--- src/scdr_pkg.sv ---
// Constants and carrier types of the chain byte-count and descriptor-pointer reload block.
// Assumes one 40 MHz clock and an Avalon-MM slave with byte addresses.
// Behaviour
// - Descriptor head address is two 32-bit halves
// - Pointer written anytime, taken only at start or reload
// - Chain byte total: two read/write 32-bit halves
// - Start copies chain total into working counter
// - Every transfer decrements the working counter
// - At zero reload count and fetch head
// - Remaining bytes readable as two words
// - Auto-restart bit enables reload at zero
// - Cancel bit stops DMA, reads zero
// - Direction: 0 to host, 1 from host
package scdr_pkg;
   localparam int ADDR_W = 5;
   localparam logic [4:0] OFF_PTR_LO = 5'h00;
   localparam logic [4:0] OFF_PTR_HI = 5'h04;
   localparam logic [4:0] OFF_SIZE_LO = 5'h08;
   localparam logic [4:0] OFF_SIZE_HI = 5'h0C;
   localparam logic [4:0] OFF_REM_LO = 5'h10;
   localparam logic [4:0] OFF_REM_HI = 5'h14;
   localparam logic [4:0] OFF_CTRL = 5'h18;
   localparam int BIT_AUTO = 0;
   localparam int BIT_ABORT = 1;
   localparam int BIT_DIR = 2;
   localparam int BIT_START = 4;
   localparam int BIT_BUSY = 5;
   localparam logic [63:0] RST_WIDE = 64'h0000_0000_0000_0000;
   localparam logic [31:0] RST_WORD = 32'h0000_0000;
   localparam logic [1:0] BUF_DEPTH = 2'h2;

   typedef struct packed {
      logic [31:0] data;
      logic [2:0] bytes;
   } scdr_xfer_t;

   typedef struct packed {
      logic [63:0] ptr;
      logic [63:0] size;
      logic [63:0] rem;
      logic [63:0] descAddr;
      logic autoStart;
      logic dir;
      logic active;
      logic fetch;
      logic ack;
      logic [31:0] rdata;
      scdr_xfer_t [1:0] entry;
      logic [1:0] fill;
   } scdr_state_t;
endpackage
--- src/scdr_chain_reload.sv ---
// Chain control of a scatter-gather DMA engine: head pointer, chain byte total,
// remaining-byte counter with reload, and a two-entry buffer on the transfer path.
// Assumes the data mover presents transfers upstream and the host bus drains them.
//
// The Avalon-MM register port and the register addresses are this design's own decisions.
`timescale 1ns/100ps
module scdr_chain_reload
   import scdr_pkg::*;
(
   // Clock and reset
   input wire logic clk,
   input wire logic rst_n,
   // Avalon-MM slave
   input wire logic [ADDR_W-1:0] address,
   input wire logic read,
   input wire logic write,
   input wire logic [31:0] writedata,
   input wire logic [3:0] byteenable,
   output logic [31:0] readdata,
   output logic waitrequest,
   // Transfers from the data mover
   input wire logic inValid,
   output logic inReady,
   input wire scdr_xfer_t inXfer,
   // Transfers toward host memory
   output logic outValid,
   input wire logic outReady,
   output scdr_xfer_t outXfer,
   // Descriptor fetch and engine status
   output logic descFetch,
   output logic [63:0] descAddr,
   output logic dmaActive,
   output logic dmaDirection
);

   scdr_state_t st_r;
   scdr_state_t st_nxt;
   logic wrAcc;
   logic rdAcc;
   logic ctrlWr;
   logic inFire;
   logic outFire;
   logic [63:0] moved;

   function automatic logic [31:0] merge(input logic [31:0] old, input logic [31:0] nw,
                                         input logic [3:0] be);
      logic [31:0] res;
      res = old;
      for (int i = 0; i < 4; i++) begin
         if (be[i]) begin
            res[8*i +: 8] = nw[8*i +: 8];
         end
      end
      return res;
   endfunction

   // One wait cycle per access: the request is seen, then answered at the next edge
   assign waitrequest = (read | write) & ~st_r.ack;
   assign wrAcc = write & st_r.ack;
   assign rdAcc = read & st_r.ack;
   assign ctrlWr = wrAcc & (address == OFF_CTRL) & byteenable[0];
   assign inReady = st_r.active & (st_r.fill < BUF_DEPTH);
   assign inFire = inValid & inReady;
   assign outValid = st_r.fill != 2'h0;
   assign outFire = outValid & outReady;
   assign outXfer = st_r.entry[0];
   // Never count past zero, even if the mover reports more than remains
   assign moved = (64'(st_r.entry[0].bytes) > st_r.rem) ? st_r.rem : 64'(st_r.entry[0].bytes);
   assign readdata = st_r.rdata;
   assign descFetch = st_r.fetch;
   assign descAddr = st_r.descAddr;
   assign dmaActive = st_r.active;
   assign dmaDirection = st_r.dir;

   always_comb begin
      st_nxt = st_r;
      st_nxt.fetch = 1'b0;
      st_nxt.ack = (read | write) & ~st_r.ack;
      // Read data is captured while waiting so it is stable at the answering edge
      if (read & ~st_r.ack) begin
         unique case (address)
            OFF_PTR_LO: st_nxt.rdata = st_r.ptr[31:0];
            OFF_PTR_HI: st_nxt.rdata = st_r.ptr[63:32];
            OFF_SIZE_LO: st_nxt.rdata = st_r.size[31:0];
            OFF_SIZE_HI: st_nxt.rdata = st_r.size[63:32];
            OFF_REM_LO: st_nxt.rdata = st_r.rem[31:0];
            OFF_REM_HI: st_nxt.rdata = st_r.rem[63:32];
            OFF_CTRL: begin
               st_nxt.rdata = RST_WORD;
               st_nxt.rdata[BIT_AUTO] = st_r.autoStart;
               st_nxt.rdata[BIT_DIR] = st_r.dir;
               st_nxt.rdata[BIT_BUSY] = st_r.active; // abort bit stays 0
            end
            default: st_nxt.rdata = RST_WORD;
         endcase
      end
      if (wrAcc) begin
         unique case (address)
            OFF_PTR_LO: st_nxt.ptr[31:0] = merge(st_r.ptr[31:0], writedata, byteenable);
            OFF_PTR_HI: st_nxt.ptr[63:32] = merge(st_r.ptr[63:32], writedata, byteenable);
            OFF_SIZE_LO: st_nxt.size[31:0] = merge(st_r.size[31:0], writedata, byteenable);
            OFF_SIZE_HI: st_nxt.size[63:32] = merge(st_r.size[63:32], writedata, byteenable);
            OFF_CTRL: begin
               if (byteenable[0]) begin
                  st_nxt.autoStart = writedata[BIT_AUTO];
                  st_nxt.dir = writedata[BIT_DIR];
               end
            end
            default: st_nxt.ptr = st_r.ptr;
         endcase
      end
      // Buffer: pop the head, then push at the first free slot
      if (outFire) begin
         st_nxt.entry[0] = st_r.entry[1];
         st_nxt.fill = st_r.fill - 2'h1;
      end
      if (inFire) begin
         st_nxt.entry[st_nxt.fill[0]] = inXfer;
         st_nxt.fill = st_nxt.fill + 2'h1;
      end
      if (outFire) begin
         st_nxt.rem = st_r.rem - moved;
         if (st_r.rem == moved) begin
            if (st_r.autoStart) begin
               // Pointer is only copied here and at start, so software may rewrite it mid-chain
               st_nxt.rem = st_r.size;
               st_nxt.descAddr = st_r.ptr;
               st_nxt.fetch = 1'b1;
            end else begin
               st_nxt.active = 1'b0;
               st_nxt.fill = 2'h0;
            end
         end
      end
      // Software control overrides the data path; abort wins over start
      if (ctrlWr & writedata[BIT_START] & (st_r.size != RST_WIDE)) begin
         st_nxt.rem = st_r.size;
         st_nxt.descAddr = st_r.ptr;
         st_nxt.fetch = 1'b1;
         st_nxt.active = 1'b1;
      end
      if (ctrlWr & writedata[BIT_ABORT]) begin
         st_nxt.active = 1'b0;
         st_nxt.fetch = 1'b0;
         // No fetch goes out, so the engine copy of the head must not move either
         st_nxt.descAddr = st_r.descAddr;
         st_nxt.fill = 2'h0;
      end
   end

   always_ff @(posedge clk) begin
      if (!rst_n) begin
         st_r <= '0;
      end else begin
         st_r <= st_nxt;
      end
   end
endmodule

--- config.mk ---
export PLATFORM = sky130hd
export DESIGN_NAME = scdr_chain_reload
export DESIGN_NICKNAME = d
export VERILOG_FILES = /design/src/scdr_pkg.sv /design/src/scdr_chain_reload.sv
export SDC_FILE = /design/constraint.sdc
export NUM_CORES = 1
export LEC_CHECK = 0
export BUFFER_PORTS_ARGS = -buffer_cell sky130_fd_sc_hd__buf_2
export CAP_MARGIN = 20
export CORE_MARGIN = 2
export CORE_UTILIZATION = 45
export CTS_CLUSTER_DIAMETER = 100
export DETAILED_ROUTE_END_ITERATION = 8
export PLACE_DENSITY = 0.69
export RECOVER_POWER = 100
export SETUP_SLACK_MARGIN = 0.5
export SLEW_MARGIN = 0
export SYNTH_ARGS = -nofsm -noshare
export SYNTH_HDL_FRONTEND = slang
export SYNTH_SLANG_ARGS = --single-unit
--- constraint.sdc ---
create_clock -name clk -period 4.7 [get_ports clk]
set_input_delay 0.94 -clock clk [delete_from_list [all_inputs] [get_ports clk]]
set_output_delay 0.94 -clock clk [all_outputs]
set_load 0.05 [all_outputs]
== Yosys cells after proc, flatten, opt, wreduce, memory -nomap -nowiden ==
Index checks and enable logic that the tools add are counted.
Word-level totals
  flip-flop bits (word level): 365
  latch bits: 0
  memory bits (writable): 0
  ROM bits: 0
  bits of input ports: 82
  output and inout bits: 137
  word-level logic and storage cells: 105
  memories kept: 0
Cells by class
  add/subtract/negate cells: 3
  multiply operators: 0
  divide/modulo/power cells: 0
  magnitude comparators: 4
  equality and inequality tests: 8
  shift-type cells: 0
  mux-type cells: 19
  bitwise operators: 15
  reduce and logical (&&, ||, !) cells: 27
Operators by type and width (number)
  128-bit two-way mux: 4
  32-bit one-hot mux with 7 select lines: 1
  37-bit two-way mux: 2
  70-bit bitwise mux: 1
  64-bit == test: 1
  3-bit by 64-bit greater-than comparator with 1-bit output: 1
  64-bit two-way mux: 1
  64-bit nonzero test: 1
  64-bit subtractor: 1
  3-bit AND reduction: 18
  35-bit demux with 1-bit select: 1
  35-bit two-way mux: 1
  5-bit == test, second input constant: 3
  2-bit two-way mux: 6
  1-bit bitwise AND: 11
  5-bit by 4-bit == test with 1-bit output, second input constant: 2
  2-bit nonzero test: 4
  5-bit by 3-bit == test with 1-bit output, second input constant: 1
  5-bit logical NOT: 1
  4-bit AND reduction: 1
  1-bit inverter: 3
  2-bit by 1-bit adder with 2-bit output, second input constant: 1
  1-bit by 2-bit less-than comparator with 1-bit output, second input constant: 1
  2-bit less-than comparator, second input constant: 1
  other kinds (7): 8

== Logic depth before layout (Yosys ltp) ==
  depth in word-level cells: 12
  gate-level depth with buffers: 18
  depth with buffers taken out: 16

== Least setup slack after synthesis ==
Ideal clock, no wire load.
  kind: reg2reg
  start: reg st_r[211] in the netlist's numbering
  end: reg st_r[215] in the netlist's numbering
  arrival: 4.389 ns
  required time: 4.626 ns
  path slack: 0.237 ns
  cell stages (with the launch flop): 16
  path buffers: 0
  period minus slack after synthesis: 4.463 ns
  cells stage by stage: dfxtp_1 or4_4 or4b_4 nand2b_4 nor2_1 o2111ai_1 nor2_1 a21oi_1 ha_1 nor2b_1 or3_1 nor4b_2 nand2_1 or3_1 or3_1 a31oi_1
Between the ends
  word-level cells in the longest chain between the ends: 7
  elaborated cells on any way between the ends: 8
  those cells by class: 1 x add/sub; 1 x order compare; 1 x eq/ne; 5 x mux
Ends and longest elaborated chain
  start, declared: line scdr_chain_reload.sv:36  | scdr_state_t st_r;
  start signal, assigned: line scdr_chain_reload.sv:155  | st_r <= st_nxt;
  3-bit by 64-bit greater-than comparator with 1-bit output: line scdr_chain_reload.sv:68  | assign moved = (64'(st_r.entry[0].bytes) > st_r.rem) ? st_r.rem : 64'(st_r.entry[0].bytes);
  64-bit two-way mux: line scdr_chain_reload.sv:68
  64-bit subtractor: line scdr_chain_reload.sv:122  | st_nxt.rem = st_r.rem - moved;
  128-bit two-way mux: line scdr_chain_reload.sv:124  | if (st_r.autoStart) begin
  128-bit two-way mux (*): line scdr_chain_reload.sv:123  | if (st_r.rem == moved) begin
  128-bit two-way mux (*): line scdr_chain_reload.sv:121  | if (outFire) begin
  128-bit two-way mux (*): line scdr_chain_reload.sv:136  | if (ctrlWr & writedata[BIT_START] & (st_r.size != RST_WIDE)) begin
Mark *: on every way between the ends. The rest lies on a longest branch, timed or not. The select of a mux whose other input is x is not followed.
A chain may end at the register's enable or synchronous reset.

== Final worst setup path ==
  start: reg st_r[212] in the netlist's numbering
  end: reg st_r[223] in the netlist's numbering
Same word-level chain as after synthesis.

==> results.yml <==
status:
  status: "finished, violations left"
  violations: "capacitance limit, slew limit"
routing:
  drtIter0Drc: 1377
  drt_pass1_iterations: 8
  vias_per_cell: 5.98
  drc: 0
  ant_nets: 0
  wirelength_mm: 56.1
  vias: 16000
  wl_per_cell_um: 21.0
clocking:
  cts_tree: "built"
  cts.sinks: 365
  cts_buffers: 40
  path_clk_slew_ns: 0.06
  clock_path_buffers: 3
  root_buffer: "clkbuf_16"
  htree_levels: 2
  hold_buffers: 0
  clk_latency_ns: 0.56
die:
  dieArea_mm2: 0.0398
  std_cell_rows: 71
  ios: 219
  die_h_um: 200
  start_util: 0.457
  coreArea_mm2: 0.0377
  die_x_um: 200
logic_synthesis:
  netlist_top_cells_count: "dfxtp_1 (365), nor2_1 (306), nand2_1 (217), mux2i_1 (179), a21oi_1 (142)"
  syn-num-nets: 2138
  yosys_warnings: 0
  synth_seq_cells: 365
  yosys.area.top_type: "dfxtp_1"
  syn_inst: 2047
  yosysUniqueCellTypes: 68
  yosysTopAreaCellShare: 0.425
  synth_area_leaders: "dfxtp_1 (42%), mux2i_1 (10%), nor2_1 (6.7%)"
  avgSynthCellArea_um2: 8.41
  syn_area_mm2: 0.0172
  async_flop_share: 0
  seq_area_frac_synth: 0.425
  synth_most_common_cell: "dfxtp_1"
  yosys_most_used_dff: "dfxtp_1"
  synth_edf_count: 0
sta:
  setup_tns_ns: 0
  finalSetupViolCount: 0
  whs_ns: 0.474
  finalHoldViolations: 0
  maxSlewHeadroom: -0.992
  drv_slew: 328
  min_period_ns: 4.47
  tightestPinTransition_ns: 2.99
  clock.fmax_mhz: 224
  finalClockSkew_ns: 0.0159
  rsz0062_at_grt: "yes"
  fin_crit_sh: 0.952
placed_design:
  place_congestion: 0.980
  portBuffers: 218
  numPlacedInstances: 2574
  hpwlAfterDp_mm: 39.2
power_and_ir_drop:
  p_leak_nw: 7.39
  peakVddDrop_v: 0.000223
  p_per_area_mw_per_mm2: 367
  power_mw: 7.17
hold_path:
  whs_endpoint: "outXfer[15]$_SDFF_PN0_"
  min_path_cells: 2
  hp-class: "flop to flop"
  worstHoldStart: "st_r[52]$_SDFFE_PN0P_"
global_route:
  gr-max-usage-layer: "met2"
  grt_pass1_wl_mm: 85.8
  grt_max_degree: 147
  grt_pass1_vias: 14800
  grt_antenna_before_repair: 2
  overflow: 0
  grtUsageTotal: 0.276
  met1_usage: 0.371
  met3_usage: 0.0645
  grt_util_met2: 0.431
critical_path:
  cp.required_ns: 5.03
  r2r-start: "st_r[212]$_SDFFE_PN0N_"
  r2r_end: "st_r[223]$_SDFFE_PN0N_"
  critPathArrivalTime_ns: 4.80
  crit_type: "flop to flop"
  critPathCaptureType: "flop"
  rrSetupSlack_ns: 0.23
  start_kind: "flop"
  r2r_cells: 17
  crit_path_max_fanout: 8
final_layout:
  drive_above_1_share: 0.133
  syn_to_final_growth_pct: 13.6
  nets: 2225
  final-instance-count-excl-fill: 2674
job:
  drv_cap: 6
-- stage by stage --
| stage | setup WS (ns) | cell area [um2] | utilization |
|---|---|---|---|
| 3_5_place_dp | 0.133 | 18100 | 0.479 |
| 6_report | 0.227 | 19500 | 0.519 |
| 2_1_floorplan | 0.508 | 17300 | - |
| 3_3_place_gp | 0.201 | 18100 | 0.479 |
| 5_1_grt | 0.0907 | 19500 | 0.519 |
| 4_1_cts | 0.383 | 19600 | 0.519 |
-- flip-flops by register name, summed over array words and instances, names as in the netlist --
register,flops
readdata,32
descFetch,1
outXfer,35
descAddr,64
st_r,231
dmaActive,1
dmaDirection,1
-- critical path, cell delays in order (launching register included) --
cell       delay, ns
dfxtp_1         0.37
or4_4           0.54
or4b_4          0.56
nand2b_4        0.18
nor2_4          0.14
o2111ai_4       0.17
nor2_2          0.13
a21oi_1         0.05
ha_1            0.36
nor2b_1         0.17
or3_4           0.37
nor4b_4         0.36
buf_6           0.19
buf_12          0.11
and2_4          0.20
nand4_1         0.12
a21oi_2         0.15
nor3_1          0.07
-- final cells by class --
cell class                 instances  area (um2)
multi-input combinational       1402        8600
clock inverter                     9        82.6
sequential                       365        7320
timing repair buffer             310        1640
fill                            3666       18100
inverter                          15        58.8
antenna                            1        2.50
tap                              511         639
clock buffer                      61        1200
-- placed cells by master (no fill, tap or decap), types with 6 or more instances in the layout --
| cell type | count |
|---|---|
| and3_1 | 6 |
| nor4_1 | 34 |
| or3_1 | 14 |
| clkbuf_8 | 10 |
| nor2_1 | 299 |
| o22ai_1 | 14 |
| dfxtp_1 | 360 |
| or2_2 | 9 |
| o21ai_1 | 14 |
| a311oi_1 | 36 |
| nand2_1 | 215 |
| or4_1 | 17 |
| a222oi_1 | 8 |
| buf_6 | 8 |
| a22oi_1 | 107 |
| nor2b_1 | 8 |
| o21ai_0 | 40 |
| buf_2 | 80 |
| nor3_1 | 24 |
| inv_1 | 14 |
| buf_4 | 66 |
| clkbuf_16 | 41 |
| nand3_1 | 55 |
| nand4_1 | 14 |
| a31oi_1 | 38 |
| xnor2_1 | 8 |
| mux2i_1 | 179 |
| ha_1 | 7 |
| a21oi_1 | 137 |
| o21a_1 | 6 |
| clkbuf_1 | 160 |
-- cell families after synthesis --
| group | synth area share |
|---|---|
| buffers and inverters | 0.0905 |
| AND/OR/NAND/NOR | 0.196 |
| flip-flops | 0.425 |
| XOR/XNOR | 0.00712 |
| AO/OA/AOI/OAI | 0.169 |
| adder cells (fa/ha/maj) | 0.00698 |
| multiplexers | 0.106 |
-- layer usage --
layer | part of all wire | wire length, um | vias up
li1 | - | - | 7369
met2 | 0.45 | 25200 | 797
met1 | 0.42 | 23500 | 7679
met4 | 0.036 | 2030 | 2
met5 | 0.00020 | 11 | -
met3 | 0.096 | 5370 | 138
-- where the power goes --
group	total (mW)	switching, mW	internal [mW]
Clock	3.09	1.27	1.82
Combinational	0.920	0.593	0.326
Sequential	3.17	0.0440	3.12
-- worst max path at each step --
stage	slack [ns]	startpoint	depth (start not counted)	endpoint
floorplan	0.51	st_r[211]$_SDFFE_PN0N_	14	st_r[185]$_SDFFE_PN0N_
global placement	0.20	st_r[211]$_SDFFE_PN0N_	15	st_r[199]$_SDFFE_PN0N_
detailed placement	0.13	st_r[211]$_SDFFE_PN0N_	16	st_r[235]$_SDFFE_PN0N_
CTS	0.38	st_r[208]$_SDFFE_PN0N_	15	st_r[215]$_SDFFE_PN0N_
global route	0.09	st_r[212]$_SDFFE_PN0N_	16	st_r[219]$_SDFFE_PN0N_
finish	0.23	st_r[212]$_SDFFE_PN0N_	17	st_r[223]$_SDFFE_PN0N_
-- what timing repair did --
item	in CTS	in global routing
pin swaps	20	27
setup endpoints to repair	86	126
gates resized for setup	23	43
setup buffers	19	9
No activity file was read; power rests on OpenSTA's default activity.
